$ cat src/hdl/gsp_pkg.sv
// shared constants for the rate sensor serial register port
// assumes a 100 MHz system clock on both ends of the link
package gsp_pkg;

	// system clock and serial frame shape
	localparam int GSP_CLK_HZ = 100_000_000;
	localparam int GSP_FRAME_BITS = 16;
	localparam int GSP_ADDR_W = 7;
	localparam int GSP_WORD_W = 16;
	localparam int GSP_REG_WORDS = 64;

	// frame field positions
	localparam int GSP_RW_BIT = 15;
	localparam int GSP_ADDR_MSB = 14;
	localparam int GSP_ADDR_LSB = 8;

	// serial clock ceiling and derived half period, rounded up
	localparam int GSP_SCLK_MAX_KHZ = 2500;
	localparam int GSP_SCLK_HALF_CYC = (GSP_CLK_HZ / 1000 + 2 * GSP_SCLK_MAX_KHZ - 1)
		/ (2 * GSP_SCLK_MAX_KHZ);

	// least chip select high time between frames, in microseconds and in system cycles
	localparam int GSP_STALL_US = 9;
	localparam int GSP_STALL_CYC = GSP_STALL_US * (GSP_CLK_HZ / 1_000_000);

	// chip select to first clock edge, in picoseconds, rounded up
	localparam int GSP_CS_SETUP_PS = 48_800;
	localparam int GSP_CS_SETUP_CYC = (GSP_CS_SETUP_PS + 9_999) / 10_000;

	// host timer width, large enough for the stall count
	localparam int GSP_TMR_W = 10;

	// internal sample rate and cycle count per sample, rounded down
	localparam int GSP_SAMPLE_SPS = 2429;
	localparam int GSP_SAMPLE_CYC = GSP_CLK_HZ / GSP_SAMPLE_SPS;
	localparam int GSP_DONE_PULSE_CYC = 4;

	// register byte addresses of the lower bytes
	localparam logic [6:0] GSP_ADDR_GYRO = 7'h04;
	localparam logic [6:0] GSP_ADDR_RATE_EXT = 7'h06;
	localparam logic [6:0] GSP_ADDR_TEMP = 7'h0C;
	localparam logic [6:0] GSP_ADDR_SCALE = 7'h16;
	localparam logic [6:0] GSP_ADDR_MISC = 7'h34;
	localparam logic [6:0] GSP_ADDR_AVG = 7'h38;
	localparam logic [6:0] GSP_ADDR_PROD = 7'h56;
	localparam logic [6:0] GSP_ADDR_RW_FIRST = 7'h14;

	// register reset values
	localparam logic [15:0] GSP_RST_SCALE = 16'h0800;
	localparam logic [15:0] GSP_RST_MISC = 16'h0006;
	localparam logic [15:0] GSP_RST_AVG = 16'h0401;
	// product code: value is arbitrary
	localparam logic [15:0] GSP_RST_PROD = 16'h1234;

	// reset value of one register word, by word index
	function automatic logic [15:0] gsp_reset_val(input logic [5:0] idx);
		logic [15:0] val;
		val = 16'h0000;
		if (idx == GSP_ADDR_SCALE[6:1]) val = GSP_RST_SCALE;
		if (idx == GSP_ADDR_MISC[6:1]) val = GSP_RST_MISC;
		if (idx == GSP_ADDR_AVG[6:1]) val = GSP_RST_AVG;
		if (idx == GSP_ADDR_PROD[6:1]) val = GSP_RST_PROD;
		return val;
	endfunction

endpackage

$ cat src/hdl/gsp_spi_if.sv
// four-wire serial link between the host end and the device end
// assumes a pull-up on the data output line when no device drives it
`timescale 1ns/10ps
interface gsp_spi_if;
	logic sclk;
	logic cs_n;
	logic mosi;
	logic miso_out;
	logic miso_oen_n;
	logic miso_line;
	logic sample_done_line;

	// resolved data output wire, pulled high while released
	assign miso_line = miso_oen_n ? 1'b1 : miso_out;

	modport dev (
		input sclk,
		input cs_n,
		input mosi,
		output miso_out,
		output miso_oen_n,
		output sample_done_line
	);

	modport host (
		output sclk,
		output cs_n,
		output mosi,
		input miso_line,
		input sample_done_line
	);
endinterface

$ cat src/hdl/gsp_dev.sv
// device end: serial register port of a self-running rate sensor
// assumes the link pins come from another clock domain and are
// oversampled by clk_sys_i, at least 20 system cycles per half sclk
// Operation
// - later output bits shift on falling sclk
// - input bits sampled on rising sclk
// - chip select low activates, high ignores traffic
// - 16-bit registers, two 7-bit byte addresses
// - sampling and loading start without configuration
// - sample done line pulses each sample cycle
// - master uses mode 3, msb first, 16 bits
// - master serial clock at most 2.5 MHz
// - read takes request frame then response frame
// - read request: address in upper byte
// - full duplex: response shifts while next arrives
// - drive response only after a read frame
// - output released while chip select high
// - msb appears at chip select falling edge
// - master stalls at least 9 us between frames
// - upper byte address is lower plus one
`timescale 1ns/10ps
module gsp_dev
	import gsp_pkg::*;
#(
	parameter int SAMPLE_CYC = GSP_SAMPLE_CYC,
	parameter int DONE_PULSE_CYC = GSP_DONE_PULSE_CYC
) (
	// clock and reset
	input wire logic clk_sys_i,
	input wire logic resetn_i,
	// serial link
	gsp_spi_if.dev spi,
	// fresh sensor words, taken at each sample cycle end
	input wire logic [15:0] gyro_sample_i,
	input wire logic [15:0] rate_ext_sample_i,
	input wire logic [15:0] temp_sample_i,
	// byte writes seen by the rest of the sensor
	output logic cfg_wr_o,
	output logic [6:0] cfg_addr_o,
	output logic [7:0] cfg_data_o,
	// internal sample cycle end, one cycle
	output logic sample_tick_o
);

	localparam int SMP_W = $clog2(SAMPLE_CYC + 1);
	localparam int PLS_W = $clog2(DONE_PULSE_CYC + 1);
	localparam int CNT_W = $clog2(GSP_FRAME_BITS);

	// synchroniser stages, first stage read only by the second
	logic [1:0] sclk_sync_ff;
	logic [1:0] cs_sync_ff;
	logic [1:0] mosi_sync_ff;
	logic sclk_d_ff;
	logic cs_d_ff;
	logic sclk_s;
	logic cs_s;
	logic mosi_s;
	logic sclk_rise;
	logic sclk_fall;
	logic cs_fall;
	logic active;

	// frame state
	logic [CNT_W-1:0] bit_cnt_ff;
	logic [15:0] rx_ff;
	logic [15:0] rx_word;
	logic frame_done;
	logic frame_is_write;
	logic [6:0] frame_addr;
	logic [15:0] tx_ff;
	logic [15:0] resp_word_ff;
	logic resp_pend_ff;
	logic drive_ff;
	logic wr_en;

	// register store and sample timer
	logic [15:0] regs_ff [GSP_REG_WORDS];
	logic [SMP_W-1:0] smp_cnt_ff;
	logic smp_tick;
	logic [PLS_W-1:0] pulse_cnt_ff;
	logic done_line_ff;

	// two-flop synchronisers for the link pins
	always_ff @(posedge clk_sys_i or negedge resetn_i) begin
		if (!resetn_i) begin
			sclk_sync_ff <= 2'b11;
			cs_sync_ff <= 2'b11;
			mosi_sync_ff <= 2'b00;
			sclk_d_ff <= 1'b1;
			cs_d_ff <= 1'b1;
		end else begin
			sclk_sync_ff <= {sclk_sync_ff[0], spi.sclk};
			cs_sync_ff <= {cs_sync_ff[0], spi.cs_n};
			mosi_sync_ff <= {mosi_sync_ff[0], spi.mosi};
			sclk_d_ff <= sclk_sync_ff[1];
			cs_d_ff <= cs_sync_ff[1];
		end
	end

	// edge detection on the settled copies only
	assign sclk_s = sclk_sync_ff[1];
	assign cs_s = cs_sync_ff[1];
	assign mosi_s = mosi_sync_ff[1];
	assign sclk_rise = sclk_s & ~sclk_d_ff;
	assign sclk_fall = ~sclk_s & sclk_d_ff;
	assign cs_fall = ~cs_s & cs_d_ff;
	// traffic counts only with chip select low
	assign active = ~cs_s;

	// bit counter, restarted whenever chip select is high
	always_ff @(posedge clk_sys_i or negedge resetn_i) begin
		if (!resetn_i) begin
			bit_cnt_ff <= '0;
		end else if (!active) begin
			bit_cnt_ff <= '0;
		end else if (sclk_rise) begin
			bit_cnt_ff <= bit_cnt_ff + 1'b1; // wraps to zero after the last bit
		end
	end

	// receive shifter, msb first
	always_ff @(posedge clk_sys_i or negedge resetn_i) begin
		if (!resetn_i) begin
			rx_ff <= 16'h0000;
		end else if (active && sclk_rise) begin
			rx_ff <= rx_word;
		end
	end

	// a frame ends on its sixteenth rising edge
	assign rx_word = {rx_ff[14:0], mosi_s};
	assign frame_done = active & sclk_rise & (bit_cnt_ff == CNT_W'(GSP_FRAME_BITS - 1));
	assign frame_is_write = rx_word[GSP_RW_BIT];
	assign frame_addr = rx_word[GSP_ADDR_MSB:GSP_ADDR_LSB];

	// response capture for the next frame
	always_ff @(posedge clk_sys_i or negedge resetn_i) begin
		if (!resetn_i) begin
			resp_word_ff <= 16'h0000;
			resp_pend_ff <= 1'b0;
		end else if (frame_done) begin
			resp_pend_ff <= ~frame_is_write;
			if (!frame_is_write) begin
				resp_word_ff <= regs_ff[frame_addr[6:1]];
			end
		end
	end

	// transmit shifter; a partial frame leaves the pending answer alone
	always_ff @(posedge clk_sys_i or negedge resetn_i) begin
		if (!resetn_i) begin
			tx_ff <= 16'h0000;
		end else if (cs_fall) begin
			tx_ff <= resp_word_ff;
		end else if (active && sclk_fall && bit_cnt_ff != '0) begin
			// the first falling edge precedes any capture, so no shift there
			tx_ff <= {tx_ff[14:0], 1'b0};
		end
	end

	// output driver enable
	always_ff @(posedge clk_sys_i or negedge resetn_i) begin
		if (!resetn_i) begin
			drive_ff <= 1'b0;
		end else if (!active) begin
			drive_ff <= 1'b0;
		// answer goes out during the next frame
		end else if (cs_fall) begin
			drive_ff <= resp_pend_ff;
		end
	end

	assign spi.miso_out = tx_ff[15];
	assign spi.miso_oen_n = ~drive_ff;

	// writes reach only the configuration part of the map, byte addresses 0x14 and up
	// top bit one is a byte write
	assign wr_en = frame_done & frame_is_write & (frame_addr >= GSP_ADDR_RW_FIRST);

	// register store: sample loads and byte writes never hit the same word
	always_ff @(posedge clk_sys_i or negedge resetn_i) begin
		if (!resetn_i) begin
			for (int i = 0; i < GSP_REG_WORDS; i++) begin
				regs_ff[i] <= gsp_reset_val(6'(i));
			end
		end else begin
			if (smp_tick) begin
				regs_ff[GSP_ADDR_GYRO[6:1]] <= gyro_sample_i;
				regs_ff[GSP_ADDR_RATE_EXT[6:1]] <= rate_ext_sample_i;
				regs_ff[GSP_ADDR_TEMP[6:1]] <= temp_sample_i;
			end
			if (wr_en) begin
				if (frame_addr[0]) begin
					regs_ff[frame_addr[6:1]][15:8] <= rx_word[7:0];
				end else begin
					regs_ff[frame_addr[6:1]][7:0] <= rx_word[7:0];
				end
			end
		end
	end

	// write notification for the rest of the sensor
	always_ff @(posedge clk_sys_i or negedge resetn_i) begin
		if (!resetn_i) begin
			cfg_wr_o <= 1'b0;
			cfg_addr_o <= 7'h00;
			cfg_data_o <= 8'h00;
		end else begin
			cfg_wr_o <= wr_en;
			if (wr_en) begin
				cfg_addr_o <= frame_addr;
				cfg_data_o <= rx_word[7:0];
			end
		end
	end

	// free-running sample cycle timer, no setup needed after reset
	always_ff @(posedge clk_sys_i or negedge resetn_i) begin
		if (!resetn_i) begin
			smp_cnt_ff <= '0;
		end else if (smp_tick) begin
			smp_cnt_ff <= '0;
		end else begin
			smp_cnt_ff <= smp_cnt_ff + 1'b1;
		end
	end

	assign smp_tick = (smp_cnt_ff == SMP_W'(SAMPLE_CYC - 1));

	// stretched done pulse, so a slow sampler on the far side sees it
	always_ff @(posedge clk_sys_i or negedge resetn_i) begin
		if (!resetn_i) begin
			pulse_cnt_ff <= '0;
			done_line_ff <= 1'b0;
			sample_tick_o <= 1'b0;
		end else begin
			sample_tick_o <= smp_tick;
			if (smp_tick) begin
				pulse_cnt_ff <= PLS_W'(DONE_PULSE_CYC - 1);
				done_line_ff <= 1'b1;
			end else if (pulse_cnt_ff != '0) begin
				pulse_cnt_ff <= pulse_cnt_ff - 1'b1;
			end else begin
				done_line_ff <= 1'b0;
			end
		end
	end

	assign spi.sample_done_line = done_line_ff;

endmodule

$ cat src/flat_wrapper.sv
// flat-port wrapper written by rule: the top's interface ports become plain ports
module gsp_dev_flat import gsp_pkg::*;
#(
	parameter int SAMPLE_CYC = GSP_SAMPLE_CYC,
	parameter int DONE_PULSE_CYC = GSP_DONE_PULSE_CYC
)
  (clk_sys_i, resetn_i, gyro_sample_i, rate_ext_sample_i, temp_sample_i, cfg_wr_o, cfg_addr_o, cfg_data_o, sample_tick_o, spi_sclk, spi_cs_n, spi_mosi, spi_miso_out, spi_miso_oen_n, spi_sample_done_line);
  gsp_spi_if spi_i ();
  input wire logic clk_sys_i;
  input wire logic resetn_i;
  input wire logic [15:0] gyro_sample_i;
  input wire logic [15:0] rate_ext_sample_i;
  input wire logic [15:0] temp_sample_i;
  output logic cfg_wr_o;
  output logic [6:0] cfg_addr_o;
  output logic [7:0] cfg_data_o;
  output logic sample_tick_o;
  input wire logic [$bits(spi_i.sclk)-1:0] spi_sclk;
  input wire logic [$bits(spi_i.cs_n)-1:0] spi_cs_n;
  input wire logic [$bits(spi_i.mosi)-1:0] spi_mosi;
  output wire logic [$bits(spi_i.miso_out)-1:0] spi_miso_out;
  output wire logic [$bits(spi_i.miso_oen_n)-1:0] spi_miso_oen_n;
  output wire logic [$bits(spi_i.sample_done_line)-1:0] spi_sample_done_line;
  assign spi_i.sclk = spi_sclk;
  assign spi_i.cs_n = spi_cs_n;
  assign spi_i.mosi = spi_mosi;
  assign spi_miso_out = spi_i.miso_out;
  assign spi_miso_oen_n = spi_i.miso_oen_n;
  assign spi_sample_done_line = spi_i.sample_done_line;
  gsp_dev #(.SAMPLE_CYC(SAMPLE_CYC), .DONE_PULSE_CYC(DONE_PULSE_CYC)) u_core (.clk_sys_i(clk_sys_i), .resetn_i(resetn_i), .spi(spi_i), .gyro_sample_i(gyro_sample_i), .rate_ext_sample_i(rate_ext_sample_i), .temp_sample_i(temp_sample_i), .cfg_wr_o(cfg_wr_o), .cfg_addr_o(cfg_addr_o), .cfg_data_o(cfg_data_o), .sample_tick_o(sample_tick_o));
endmodule
$ cat config.mk
export PLATFORM = sky130hd
export DESIGN_NAME = gsp_dev_flat
export DESIGN_NICKNAME = d
export VERILOG_FILES = /design/src/hdl/gsp_pkg.sv /design/src/hdl/gsp_spi_if.sv /design/src/hdl/gsp_dev.sv /design/src/flat_wrapper.sv
export SDC_FILE = /design/constraint.sdc
export NUM_CORES = 2
export LEC_CHECK = 0
export BUFFER_PORTS_ARGS = -buffer_cell sky130_fd_sc_hd__buf_2
export CAP_MARGIN = 10
export CORE_UTILIZATION = 50
export CTS_BUF_LIST = sky130_fd_sc_hd__clkbuf_16
export DETAILED_ROUTE_END_ITERATION = 10
export PLACE_DENSITY_LB_ADDON = 0.2
export SLEW_MARGIN = 10
export SYNTH_ARGS = -nofsm -noshare
export SYNTH_HDL_FRONTEND = slang
export SYNTH_SLANG_ARGS = --single-unit
$ cat constraint.sdc
create_clock -name clk_sys_i -period 3.1 [get_ports clk_sys_i]
set_clock_uncertainty 0.1 [all_clocks]
set_input_delay 0.465 -clock clk_sys_i [delete_from_list [all_inputs] [get_ports clk_sys_i]]
set_output_delay 0.465 -clock clk_sys_i [all_outputs]
set_load 0.02 [all_outputs]
==> run summary <==
run status: finished, violations left
failing checks: negative setup slack
Clock Path Buffers: 3
post-synthesis instance total: 3793
# clock sinks: 1122
post-synthesis net count: 3852
Fmax achieved: 317 MHz
Relative slew margins: 24.3%
1st-pass router iterations: 8
ranking of synthesized cells by area: dfrtp_1, mux2_2, mux2i_1, nand2_1, clkbuf_1
Crit path arrival time: 3.69 ns
Fill cells: 7923
ant diodes: 0
Yosys Warn Count: 0
Inserted Clock Buffers: 118
vias: 32600
final worst-path setup slack: -0.0527 ns
fin cells: 5294
first-pass GRT wire length: 222000 µm
Remaining DRCs: 0
asr flop ratio synth: 100%
Lkg Pwr: 27.6 nW
nets@finish: 3966
I/O pins: 73
part of the power in combinational logic: 9.5%
worst-skew pair later-pin latency: 0.72 ns
drt via density: 6.15
Crit. Startpoint: u_core.rx_ff[8]
port bufs: 72
EDFF count, synth: 0
min cycle time layout: 3.15 ns
worst hold path type: in2async
placed inst area: 52900 µm²
total of max-cap violations: 0
Worst-Margin Slew: 1.14 ns
CTS tree: yes
sw power: 8.49 mW
Power Density: 560 nW/µm²
Yosys top cell area share: 55.7%
routability cong.: 0.873
Req. time, crit path: 3.64 ns
CTS Root Cell: clkbuf_16
initial core utilization: 50.5%
wire length per cell: 27.7 µm
flops & latches, synth: 1122
final period utilization: 102%
CP Launch Type: register
Switching Share: 26.4%
initial antenna violation count: 5
Avg Inst Size Synth: 13.1 µm²
Crit Path Max Fanout: 22
Setup crit end kind: register
Finished Cell Area: 57500 µm²
Clk pwr share: 43.7%
Netlist Area Pre-Place: 49700 µm²
DPL Wire Length: 95300 µm
Antenna Nets Post-Route: 0
initial drt markers: 2767
share of cells above drive strength 1: 39.0%
Layout area overhead: 15.8%
Core Region: 98400 µm²
total gr overflow: 0
Seq pwr share: 46.8%
max-slew violations: 0
Setup-failing EPs final: 74
Die H: 317 µm
die width: 317 µm
crit path kind: reg2reg
H-Tree Depth: 3
Placed Cells: 5010
vias in the first global route: 33300
FF-to-FF Start: u_core.rx_ff[8]
DIE AREA: 101000 µm²
Yosys top cell by area: dfrtp_1
GR Util All Layers: 29.7%
Distinct cells, synth: 65
total wire length: 147000 µm
post-synthesis sequential area ratio: 56.5%
clock-pin slew on the worst setup and hold paths: 0.06 ns
Tot Pwr: 32.2 mW
unrepaired setup endpoints after global routing: true
largest net degree at the start of global routing: 112
Fin. Hold Viols: 0
Pint: 23.7 mW
row count: 115
predominant post-synthesis flop cell: dfrtp_1
VDD IR max: 0.451 mV
[final cells by class]
| class | count | area (µm²) | area share, % |
|---|---|---|---|
| clock inverter | 102 | 871 | 1.51 |
| sequential | 1122 | 28100 | 48.9 |
| inverter | 15 | 56.3 | 0.0979 |
| tap | 1287 | 1610 | 2.80 |
| timing repair buffer | 385 | 3670 | 6.37 |
| multi-input combinational | 2265 | 20200 | 35.2 |
| clock buffer | 118 | 2950 | 5.13 |
[sequential cells by signal, indices dropped and copies added, names as in the netlist]
| signal | cells |
|---|---|
| u_core.cfg_wr_o | 1 |
| u_core.bit_cnt_ff | 4 |
| u_core.spi.sample_done_line | 1 |
| u_core.mosi_sync_ff | 2 |
| u_core.resp_pend_ff | 1 |
| u_core.sclk_sync_ff | 2 |
| u_core.cfg_data_o | 8 |
| u_core.rx_ff | 15 |
| u_core.cs_d_ff | 1 |
| u_core.drive_ff | 1 |
| u_core.sclk_d_ff | 1 |
| u_core.cs_sync_ff | 2 |
| u_core.resp_word_ff | 16 |
| u_core.sample_tick_o | 1 |
| u_core.tx_ff | 16 |
| u_core.regs_ff | 1024 |
| u_core.cfg_addr_o | 7 |
| u_core.smp_cnt_ff | 16 |
| u_core.pulse_cnt_ff | 3 |
[placed cells by master (no fill, tap or decap), types with 8 or more instances in the layout]
cell type      count
inv_1             38
buf_4            195
xnor2_1            9
a22o_1            19
mux2i_1          195
buf_12            65
bufinv_16         14
a221oi_1         103
buf_2             71
a22oi_1           95
dfrtp_4           11
mux2_2           928
nand3_1           25
clkinv_2          16
a221o_1           25
a31oi_1           13
clkinv_1          31
nand2_1          321
mux2_1            36
dfstp_2           16
o22ai_1           44
clkbuf_16        118
nor3_1             9
o21ai_0           60
nor2_1            87
a222oi_1          11
a21oi_1           67
nand2_2           21
mux4_2            45
dfrtp_1         1095
dlygate4sd3_1     52
a211oi_1          10
o32a_1             8
xor2_1             8
[cells in the mapped netlist (all sizes together) (5+ instances only)]
master   number
a221o        25
a222oi       11
o32a          8
o2bb2ai       5
a22oi        95
nor2b         8
nand4         6
clkbuf      332
o22ai        44
a221oi      103
ha            6
a31oi        13
inv          15
dfrtp      1106
nand2       343
nor2        101
o21ai        61
and2          6
a211oi       10
and3          8
nor3         14
nor3b         5
a22o         19
mux4         45
xor2          8
a21oi        67
mux2        964
buf          59
o211ai        7
nand3        26
xnor2         9
o221ai        6
dfstp        16
mux2i       195
[stage by stage]
stage	setup TNS [ns]	hold slack, ns	setup WS [ns]	utilization [%]
final	-1.19	0.133	-0.0527	58.5
after global routing	-31.38	0.154	-0.185	58.5
after CTS	-0.122	0.114	-0.0230	58.2
after detailed placement	-17.94	0.243	-0.153	53.8
after global placement	-5.05	0.247	-0.0878	53.8
after floorplan	0	0.0694	0.213	-
[worst paths after layout]
check                                    endpoint  slack [ns]  cells past startpoint
min in group clk_sys_i     u_core.mosi_sync_ff[1]        0.27                      0
min reg2reg                u_core.mosi_sync_ff[1]        0.27                      0
max in group asynchronous     u_core.regs_ff[594]        1.71                      4
max reg2reg                u_core.resp_word_ff[5]       -0.05                      8
min                            u_core.regs_ff[76]        0.13                      2
max                        u_core.resp_word_ff[5]       -0.05                      8
[worst max-delay path, cell delays in order, from the launching register on]
cell      delay, ns
dfrtp_4        0.56
buf_12         0.20
nor2b_4        0.62
buf_4          0.36
a221oi_1       0.12
nor2_1         0.12
a221oi_1       0.06
o21ai_0        0.63
o32a_1         0.27
[layer usage]
layer  part of all wire, %  routed length, µm  track usage (%)
met3                   6.1               8990             4.81
met1                    45              66000             43.1
met2                    45              66200             45.0
met5                 0.027                 40                0
met4                   3.9               5680             11.3
[power groups by stage]
stage                     logic [mW]  registers, mW  clock network, mW
after global routing            3.21           15.1               14.9
after detailed placement        2.95           15.4                  0
after CTS                       3.02           15.1               14.3
final                           3.06           15.1               14.1
after floorplan                 1.43           15.0                  0
after global placement          2.95           15.4                  0
[what timing repair did]
item,in CTS,in global routing
pin swaps,0,5
hold endpoints to repair,228,0
gates resized for setup,5,26
endpoints found under the setup margin,381,418
buffers inserted,0,12
hold buffers,52,0
[cells by family (layout without fill, tap and decap cells)]
family,count (synthesis),in the layout,synth area share [%]
adders and majority gates,6,6,0.151
xor gates and xnor gates,17,17,0.300
AOI/OAI and AO/OA,495,495,7.34
DFF,1122,1122,56.5
buffers and inverters,406,620,3.12
and+or+nand+nor,543,543,4.75
muxes,1204,1204,27.8
(Power assumes the default switching activity.)
